<file path="src/shared/wdtc_map.svh">
// Purpose: Constants for the watchdog configuration block
// Assumes: Included by the top module
// Notes:   Byte address of a register is four times its index
//
// What this block does
// - Level 1: watchdog starts off; writing enable one turns it on freely.
// - Level 2: watchdog always on; enable bit always reads one.
// - Level 2 timeout change: unlock write, then select write; enable ignored.
// - Level 2: disable refused even after a full unlock sequence.
// - Unlock bit clears itself four clock cycles after being set.
// - Enable cleared by a zero write only while unlock bit is one.
// - Timeout select changes accepted only while unlock bit is set.
// - Level 1: enable forced to one while watchdog reset flag is set.
// - Watchdog reset sets bit 3; power-on or zero write clears it.
// - Brown-out reset sets bit 2; power-on or zero write clears it.
// - External reset sets bit 1; power-on or zero write clears it.
// - Power-on reset sets bit 0; only a zero write clears it.
// - Reset-cause bits 7 to 4 always read as zero.
// - Timeout in interrupt mode sets bit 7; vector or one-write clears.
// - Interrupt taken only with flag and global enable, plus interrupt enable or a held both-set timeout.
// - Mode table: stopped, interrupt, reset, or interrupt when both set.
// - With both set, timeout clears interrupt enable so next one resets.
// - Select 0 gives 2K cycles, doubling up to 1024K at 9.
// - Control layout: flag 7, irq enable 6, sel3 5, unlock 4, enable 3.
// - Counter runs from a 128 kHz tick divided down from the system clock.
// - Counter restarts on restart instruction, when disabled, on chip reset.
// - Fuse unprogrammed gives level 1, programmed gives level 2.
// - Watchdog reset is a one system clock pulse.
`ifndef WDTC_MAP_SVH
`define WDTC_MAP_SVH
`define WDTC_IDX_CTRL    8'h21
`define WDTC_IDX_CAUSE   8'h34
`define WDTC_B_FLAG      7
`define WDTC_B_IE        6
`define WDTC_B_TS3       5
`define WDTC_B_CU        4
`define WDTC_B_EN        3
`define WDTC_B_WDOG_RESET_FLAG      3
`define WDTC_B_BROWNOUT_RESET_FLAG      2
`define WDTC_B_PIN_RESET_FLAG     1
`define WDTC_B_POWERON_RESET_FLAG      0
`define WDTC_CAUSE_RST   4'h1
`define WDTC_CLK_HZ      100000000
`define WDTC_OSC_HZ      128000
`define WDTC_DIV         (`WDTC_CLK_HZ / `WDTC_OSC_HZ)
`define WDTC_UNLOCK_CYC  3'h4
`define WDTC_TS_BASE     21'h000800
`define WDTC_TS_MAX      4'h9
`endif

</file>
<file path="src/shared/wdtc_pkg.sv">
// Purpose: Types for the watchdog configuration block
// Assumes: Constants come from the map header
// Notes:   None
`default_nettype none
package wdtc_pkg;
  typedef struct packed {
    logic       flag;
    logic       ie;
    logic       en;
    logic [3:0] ts;
  } wdtc_ctrl_t;
  typedef struct packed {
    logic wd;
    logic bo;
    logic ext;
    logic por;
  } wdtc_cause_t;
  typedef enum logic [1:0] {
    WDTC_ST_IDLE = 2'b01,
    WDTC_ST_ACK  = 2'b10
  } wdtc_apb_st_t;
endpackage
`default_nettype wire

</file>
<file path="src/core/wdtc_top.sv">
// Purpose: Watchdog control, timed unlock and reset-cause flags
// Assumes: APB slave, one clock, oscillator tick from a divider
// Notes:   One wait state on every APB access
`include "wdtc_map.svh"
`timescale 1ns/1ps
`default_nettype none
module wdtc_top
  import wdtc_pkg::*;
#(
  parameter int DIV_CYCLES = `WDTC_DIV
) (
  // Clock and reset
  input  wire logic        mclk,
  input  wire logic        rst,
  // APB slave
  input  wire logic        psel,
  input  wire logic        penable,
  input  wire logic        pwrite,
  input  wire logic [11:0] paddr,
  input  wire logic [31:0] pwdata,
  output var  logic [31:0] prdata,
  output var  logic        pready,
  output var  logic        pslverr,
  // CPU side
  input  wire logic        wdog_restart_instr,
  input  wire logic        cpu_gie,
  input  wire logic        irq_ack,
  // Pins and detectors
  input  wire logic        safety_level_fuse,
  input  wire logic        pin_reset_req,
  input  wire logic        brownout_req,
  // Results
  output var  logic        wdog_irq,
  output var  logic        wdog_reset
);

  //////////////////////////////////////////////////////////////////////
  // Functions

  function automatic logic [11:0] addr_of(input logic [7:0] idx);
    addr_of = {2'h0, idx, 2'h0};
  endfunction

  function automatic logic [20:0] limit_of(input logic [3:0] ts);
    logic [3:0] t;
    t = ts;
    if (t > `WDTC_TS_MAX) begin
      t = `WDTC_TS_MAX;
    end
    limit_of = `WDTC_TS_BASE << t;
  endfunction

  //////////////////////////////////////////////////////////////////////
  // Declarations

  wdtc_apb_st_t st_q;
  wdtc_apb_st_t st_d;
  wdtc_ctrl_t   ctrl_q;
  wdtc_cause_t  cause_q;
  logic         cu_q;
  logic [2:0]   cu_cnt_q;
  logic [15:0]  div_q;
  logic         tick_q;
  logic [20:0]  cnt_q;
  logic [1:0]   fuse_sy_q;
  logic [1:0]   ext_sy_q;
  logic [1:0]   bor_sy_q;
  logic [31:0]  prdata_q;
  logic         pready_q;
  logic         pslverr_q;
  logic         irq_q;
  logic         irq_held_q;
  logic         wrst_q;
  logic         lvl2;
  logic         ext_s;
  logic         bor_s;
  logic         sys_rst;
  logic         eff_en;
  logic         running;
  logic         timeout;
  logic         hit_ctrl;
  logic         hit_cause;
  logic         wr_go;
  logic         wr_ctrl;
  logic         wr_cause;
  logic         unlock_start;
  logic         seq_write;
  logic [7:0]   rd_ctrl;
  logic [7:0]   rd_cause;
  logic [7:0]   wd;

  //////////////////////////////////////////////////////////////////////
  // Synchronisers

  always_ff @(posedge mclk or posedge rst) begin
    if (rst) begin
      fuse_sy_q <= 2'h0;
      ext_sy_q  <= 2'h0;
      bor_sy_q  <= 2'h0;
    end else begin
      fuse_sy_q <= {fuse_sy_q[0], safety_level_fuse};
      ext_sy_q  <= {ext_sy_q[0], pin_reset_req};
      bor_sy_q  <= {bor_sy_q[0], brownout_req};
    end
  end

  assign lvl2  = fuse_sy_q[1];
  assign ext_s = ext_sy_q[1];
  assign bor_s = bor_sy_q[1];

  assign sys_rst = wrst_q | ext_s | bor_s;

  //////////////////////////////////////////////////////////////////////
  // Decode

  assign wd        = pwdata[7:0];
  assign hit_ctrl  = (paddr == addr_of(`WDTC_IDX_CTRL));
  assign hit_cause = (paddr == addr_of(`WDTC_IDX_CAUSE));
  assign wr_go     = (st_q == WDTC_ST_ACK) & psel & penable & pwrite;
  assign wr_ctrl   = wr_go & hit_ctrl;
  assign wr_cause  = wr_go & hit_cause;

  assign unlock_start = wr_ctrl & wd[`WDTC_B_CU] & wd[`WDTC_B_EN];
  assign seq_write    = wr_ctrl & cu_q & ~wd[`WDTC_B_CU];

  assign eff_en = ctrl_q.en | lvl2 | cause_q.wd;

  assign running = eff_en | ctrl_q.ie;

  assign rd_ctrl = {ctrl_q.flag, ctrl_q.ie, ctrl_q.ts[3], cu_q,
                    eff_en, ctrl_q.ts[2:0]};

  assign rd_cause = {4'h0, cause_q.wd, cause_q.bo, cause_q.ext,
                     cause_q.por};

  //////////////////////////////////////////////////////////////////////
  // APB state

  always_comb begin
    st_d = st_q;
    case (st_q)
      WDTC_ST_IDLE: begin
        if (psel & penable) begin
          st_d = WDTC_ST_ACK;
        end
      end
      WDTC_ST_ACK: begin
        st_d = WDTC_ST_IDLE;
      end
      default: begin
        st_d = WDTC_ST_IDLE;
      end
    endcase
  end

  always_ff @(posedge mclk or posedge rst) begin
    if (rst) begin
      st_q <= WDTC_ST_IDLE;
    end else begin
      st_q <= st_d;
    end
  end

  always_ff @(posedge mclk or posedge rst) begin
    if (rst) begin
      pready_q  <= 1'b0;
      pslverr_q <= 1'b0;
      prdata_q  <= 32'h0000_0000;
    end else if ((st_q == WDTC_ST_IDLE) && psel && penable) begin
      pready_q  <= 1'b1;
      pslverr_q <= ~(hit_ctrl | hit_cause);
      if (pwrite) begin
        prdata_q <= 32'h0000_0000;
      end else if (hit_ctrl) begin
        prdata_q <= {24'h00_0000, rd_ctrl};
      end else if (hit_cause) begin
        prdata_q <= {24'h00_0000, rd_cause};
      end else begin
        prdata_q <= 32'h0000_0000;
      end
    end else begin
      pready_q  <= 1'b0;
      pslverr_q <= 1'b0;
      prdata_q  <= 32'h0000_0000;
    end
  end

  //////////////////////////////////////////////////////////////////////
  // Unlock window

  always_ff @(posedge mclk or posedge rst) begin
    if (rst) begin
      cu_q     <= 1'b0;
      cu_cnt_q <= 3'h0;
    end else if (sys_rst) begin
      cu_q     <= 1'b0;
      cu_cnt_q <= 3'h0;
    end else if (unlock_start) begin
      cu_q     <= 1'b1;
      cu_cnt_q <= `WDTC_UNLOCK_CYC;
    end else if (seq_write) begin
      cu_q     <= 1'b0;
      cu_cnt_q <= 3'h0;
    end else if (cu_q) begin
      cu_cnt_q <= cu_cnt_q - 3'h1;
      if (cu_cnt_q == 3'h1) begin
        cu_q <= 1'b0;
      end
    end
  end

  //////////////////////////////////////////////////////////////////////
  // Enable bit

  always_ff @(posedge mclk or posedge rst) begin
    if (rst) begin
      ctrl_q.en <= 1'b0;
    end else if (sys_rst) begin
      ctrl_q.en <= 1'b0;
    end else if (wr_ctrl) begin
      if (wd[`WDTC_B_EN]) begin
        ctrl_q.en <= 1'b1;
      end else if (seq_write && !lvl2 && !cause_q.wd) begin
        ctrl_q.en <= 1'b0;
      end
    end
  end

  //////////////////////////////////////////////////////////////////////
  // Timeout select

  always_ff @(posedge mclk or posedge rst) begin
    if (rst) begin
      ctrl_q.ts <= 4'h0;
    end else if (sys_rst) begin
      ctrl_q.ts <= 4'h0;
    end else if (seq_write) begin
      ctrl_q.ts <= {wd[`WDTC_B_TS3], wd[2:0]};
    end
  end

  //////////////////////////////////////////////////////////////////////
  // Interrupt enable and flag

  always_ff @(posedge mclk or posedge rst) begin
    if (rst) begin
      ctrl_q.ie <= 1'b0;
    end else if (sys_rst) begin
      ctrl_q.ie <= 1'b0;
    end else if (timeout && eff_en && ctrl_q.ie) begin
      ctrl_q.ie <= 1'b0;
    end else if (wr_ctrl) begin
      ctrl_q.ie <= wd[`WDTC_B_IE];
    end
  end

  always_ff @(posedge mclk or posedge rst) begin
    if (rst) begin
      ctrl_q.flag <= 1'b0;
    end else if (sys_rst) begin
      ctrl_q.flag <= 1'b0;
    end else if (timeout && ctrl_q.ie) begin
      ctrl_q.flag <= 1'b1;
    end else if (irq_ack) begin
      ctrl_q.flag <= 1'b0;
    end else if (wr_ctrl && wd[`WDTC_B_FLAG]) begin
      ctrl_q.flag <= 1'b0;
    end
  end

  always_ff @(posedge mclk or posedge rst) begin
    if (rst) begin
      irq_held_q <= 1'b0;
    end else if (timeout && eff_en && ctrl_q.ie) begin
      irq_held_q <= 1'b1;
    end else if (sys_rst || irq_ack || wr_ctrl) begin
      irq_held_q <= 1'b0;
    end
  end

  always_ff @(posedge mclk or posedge rst) begin
    if (rst) begin
      irq_q <= 1'b0;
    end else begin
      irq_q <= ctrl_q.flag & (ctrl_q.ie | irq_held_q) & cpu_gie;
    end
  end

  //////////////////////////////////////////////////////////////////////
  // Oscillator tick

  always_ff @(posedge mclk or posedge rst) begin
    if (rst) begin
      div_q  <= 16'h0000;
      tick_q <= 1'b0;
    end else if (div_q == 16'(DIV_CYCLES - 1)) begin
      div_q  <= 16'h0000;
      tick_q <= 1'b1;
    end else begin
      div_q  <= div_q + 16'h0001;
      tick_q <= 1'b0;
    end
  end

  //////////////////////////////////////////////////////////////////////
  // Counter

  assign timeout = tick_q & running &
                   (cnt_q == (limit_of(ctrl_q.ts) - 21'h000001));

  always_ff @(posedge mclk or posedge rst) begin
    if (rst) begin
      cnt_q <= 21'h000000;
    end else if (wdog_restart_instr || !running || sys_rst || timeout) begin
      cnt_q <= 21'h000000;
    end else if (tick_q) begin
      cnt_q <= cnt_q + 21'h000001;
    end
  end

  //////////////////////////////////////////////////////////////////////
  // Watchdog reset

  always_ff @(posedge mclk or posedge rst) begin
    if (rst) begin
      wrst_q <= 1'b0;
    end else begin
      wrst_q <= timeout & eff_en & ~ctrl_q.ie & ~wrst_q;
    end
  end

  //////////////////////////////////////////////////////////////////////
  // Reset causes

  always_ff @(posedge mclk or posedge rst) begin
    if (rst) begin
      cause_q <= `WDTC_CAUSE_RST;
    end else begin
      if (wrst_q) begin
        cause_q.wd <= 1'b1;
      end else if (wr_cause && !wd[`WDTC_B_WDOG_RESET_FLAG]) begin
        cause_q.wd <= 1'b0;
      end
      if (bor_s) begin
        cause_q.bo <= 1'b1;
      end else if (wr_cause && !wd[`WDTC_B_BROWNOUT_RESET_FLAG]) begin
        cause_q.bo <= 1'b0;
      end
      if (ext_s) begin
        cause_q.ext <= 1'b1;
      end else if (wr_cause && !wd[`WDTC_B_PIN_RESET_FLAG]) begin
        cause_q.ext <= 1'b0;
      end
      if (wr_cause && !wd[`WDTC_B_POWERON_RESET_FLAG]) begin
        cause_q.por <= 1'b0;
      end
    end
  end

  //////////////////////////////////////////////////////////////////////
  // Outputs

  assign prdata     = prdata_q;
  assign pready     = pready_q;
  assign pslverr    = pslverr_q;
  assign wdog_irq   = irq_q;
  assign wdog_reset = wrst_q;

endmodule
`default_nettype wire

</file>
<file path="config.mk">
export PLATFORM = sky130hd
export DESIGN_NAME = wdtc_top
export DESIGN_NICKNAME = d
export VERILOG_FILES = /design/src/shared/wdtc_pkg.sv /design/src/core/wdtc_top.sv
export VERILOG_INCLUDE_DIRS = /design/src /design/src/shared
export SDC_FILE = /design/constraint.sdc
export NUM_CORES = 1
export LEC_CHECK = 0
export ABC_AREA = 1
export BUFFER_PORTS_ARGS = -buffer_cell sky130_fd_sc_hd__clkbuf_2
export CAP_MARGIN = 20
export CELL_PAD_IN_SITES_DETAIL_PLACEMENT = 1
export CELL_PAD_IN_SITES_GLOBAL_PLACEMENT = 1
export CORE_ASPECT_RATIO = 1.1
export CORE_MARGIN = 10
export CORE_UTILIZATION = 36
export DETAILED_ROUTE_END_ITERATION = 10
export PLACE_DENSITY = 0.8
export SLEW_MARGIN = 20
export SYNTH_ARGS = -nofsm -noshare
export SYNTH_HDL_FRONTEND = slang
export SYNTH_SLANG_ARGS = --single-unit
</file>
<file path="constraint.sdc">
create_clock -name mclk -period 2.8 [get_ports mclk]
set_clock_uncertainty 0.2 [all_clocks]
set_input_delay 0.7 -clock mclk [delete_from_list [all_inputs] [get_ports mclk]]
set_output_delay 0.7 -clock mclk [all_outputs]
set_load 0.02 [all_outputs]
</file>
==> results by group <==
Global routing
  – Vias in the first global route: 3585
  – GRT overflow: 0
  – Gr usage total: 13.21%
  – Largest net degree at the start of global routing: 75
  – Initial antenna violation count: 0
  – First-pass GRT wire length: ~17 mm

Yosys
  – Yosys top cell area share: 44.60%
  – Area leader, netlist: dfrtp_1
  – Syn Area/Cell: approximately 8.2 um2
  – Synthesized cell area: 4040 um2
  – Synthesis-stage register bit count: 74
  – Number of synthesized flops with an enable pin: 0
  – Register area share after synthesis: a little under half
  – Yosys warns: 0
  – Async set or reset register ratio after synthesis: between 90% and 100%
  – Synth area leaders: dfrtp_1 (45%), nand2_1 (7.8%), inv_1 (6.4%)
  – Post-synth top flop: dfrtp_1
  – Synth unique cells: 37
  – Post-Synthesis Cells: 495

Timing
  – Minimum clock period: ~2.5 ns
  – Period utilization: 89.17%
  – RSZ-0062 raised after global routing: no
  – Final setup viols: 0
  – Slew @ Worst Pin: 0.6176 ns
  – Max-slew violation count: 0
  – Max Fclk: 0.4005 GHz
  – Rel. slew slack: roughly three fifths
  – Sum of negative setup slack: 0 ns
  – Final hold violations: 0

Cells and area
  – Area of the multi-input gates: 1755 um2
  – Layout area overhead: 14.28%
  – Layout Nets: about 610
  – Ant diodes: 0
  – Filler cells: 1350
  – Share of cells above drive strength 1: between 10% and 20%
  – Sequential Area: ~1900 um2

Detailed routing
  – Drt wl/cell: 14.54 um
  – DRT iter0 DRCs: 122
  – DR pass1 iterations: 4
  – Avg Vias per Cell: 4.729
  – DRC viols: 0
  – Post-route ant nets: 0
  – Routed WL: 10.13 mm
  – Total number of vias: approximately 3300

Min path
  – Hold Path Class: flop to flop

Clock network
  – Clk Latency, worst-skew pair: 0.34 ns
  – Hold buffer count at CTS: 0
  – CTS Buf Count: 9
  – Post-CTS sizing: 0
  – Clk buf depth: 2
  – Worst-path clk slew: 0.07 ns
  – H-tree Lvls: 3
  – CTS root buf: clkbuf_16
  – CTS tree: built
  – CTS Sinks: 74
  – # Post-CTS Setup Buffers: 0

Placed design
  – Post-DP HPWL: 7.775 mm
  – RD Place Congestion: about 0.85
  – I/O Buffers: 42

Floorplanning
  – Die width: 121.0 um
  – Die Span Y: 131.1 um
  – Die ar.: 15860 um2
  – I/O pin cnt: 91
  – Starting Density: a little under two fifths
  – Rows: 40
  – Core area: between 10000 and 15000 um2

Power
  – Pleak: 2.265 nW
  – Total Power: 2.310 mW
  – Power per Cell Area: ~500 nW/um2
  – Peak supply drop: 260.3 uV

Setup path
  – CP dominant cell by count: nand3_1
  – CP arrival: around 2.5 ns
  – Crit-path cells: nor2_1 -> nand3_1 -> ha_1 -> inv_1 -> nand2_1 -> nand3_1 -> nor2_1 -> nand3_1 -> nor2_2 -> nand4_4 -> nand2_4 -> a21oi_1
  – Required time worst endpoint: 2.82 ns
  – Slowest stage delay, CP: 0.50 ns
  – Crit Path Class: flop to flop
  – Worst-path fanout max: 18
  – CP max-delay cell: dfrtp_1
  – CP endpoint kind: flop
  – Worst setup SP type: flop

Run
  – Max_cap viols: 0

Run status
  – Status: complete, no violations
-- layout make-up --
cell class	count	area share, %
clock buffer	9	4.878
clock inverter	7	1.328
multi-input combinational	340	38.02
sequential	74	40.16
tap	147	3.984
inverter	73	5.989
timing repair buffer	47	5.637
-- registers in the layout, summed over array words and instances, names as in the netlist, 2 cells and up --
register / cells
st_q: 2
cnt_q: 21
prdata: 8
cu_cnt_q: 3
cause_q: 4
div_q: 16
fuse_sy_q: 2
bor_sy_q: 2
ext_sy_q: 2
ctrl_q: 7
-- critical path: cells and delay by family, from the launching register on --
kind                     cells  cell delay [ns]
AND/OR/NAND/NOR              9             1.24
flip-flops                   1             0.50
adder cells (fa/ha/maj)      1             0.32
buffers and inverters        1             0.04
AO/OA/AOI/OAI                1             0.08
-- path summary, 6_finish.rpt --
check | slack [ns] | startpoint | to | cells past startpoint
worst max-delay path | 0.30 | ctrl_q[2]$_DFFE_PP0P_ | cnt_q[0]$_DFFE_PP0P_ | 12
worst min register to register | 0.15 | bor_sy_q[0]$_DFF_PP0_ | bor_sy_q[1]$_DFF_PP0_ | 0
max in group asynchronous | 1.84 | rst | cause_q[0]$_DFFE_PP1P_ | 3
min in group asynchronous | 0.22 | rst | div_q[15]$_DFF_PP0_ | 3
worst max register to register | 0.30 | ctrl_q[2]$_DFFE_PP0P_ | cnt_q[0]$_DFFE_PP0P_ | 12
worst min-delay path | 0.15 | bor_sy_q[0]$_DFF_PP0_ | bor_sy_q[1]$_DFF_PP0_ | 0
-- power breakdown --
part	total (mW)	internal [mW]	switching, mW
sequential	1.08	1.08	0.00370
clock	1.11	0.615	0.496
combinational	0.117	0.0286	0.0880
-- metrics by stage --
| step | worst slack (ns) | utilization [%] | hold WS [ns] | area, um2 | std cells |
|---|---|---|---|---|---|
| final | 0.3033 | 42.12 | 0.1516 | 4617 | 697 |
| after global routing | 0.06170 | 42.12 | 0.1554 | 4617 | 697 |
| after CTS | 0.2739 | 42.12 | 0.1525 | 4617 | 697 |
| after detailed placement | 0.2844 | 39.51 | 0.1385 | 4330 | 681 |
| after global placement | 0.3303 | 39.51 | 0.1379 | 4330 | 681 |
| after floorplan | 0.02169 | - | 0.1312 | 4126 | 518 |
-- layout by cell type (no fill, tap or decap), drive strengths merged --
cell type,count
xor2,21
nand4,22
o21ai,16
dfrtp,72
a22oi,1
a211oi,3
a21oi,7
clkinv,3
and2,1
inv,75
clkinvlp,2
nor3,16
o211a,1
nor2,73
nor3b,3
ha,6
nand2,86
xnor2,11
buf,5
nand3,41
dfstp,2
o21bai,1
or2,3
nor4,3
conb,24
nand3b,1
clkbuf,51
-- layer usage --
layer | part of all wire [%] | global-route usage (%)
met1 | 42 | 14.96
met4 | 2.7 | 6.913
met3 | 4.3 | 3.556
met2 | 51 | 22.04
met5 | 0 | 0
-- cell usage after synthesis (5+ instances only) --
cell type and n:
nand2_1 84, dfrtp_1 72, o21ai_0 15, ha_1 6, nand3_1 40, nor2_1 67, nor3_1 16, nand4_1 21
buf_4 26, xor2_1 21, xnor2_1 11, a21oi_1 7, inv_1 69, nor2_2 5
-- kinds of logic (layout without fill, tap and decap cells) --
family	Yosys count	count (layout)	share of synthesized area, %
DFF	74	74	45.90
AOI/OAI and AO/OA	29	29	4.119
buffers and inverters	104	136	12.79
xor gates and xnor gates	32	32	6.937
and+or+nand+nor	249	249	28.31
other	1	24	0.09282
adders and majority gates	6	6	1.858
(Power assumes the default switching activity.)
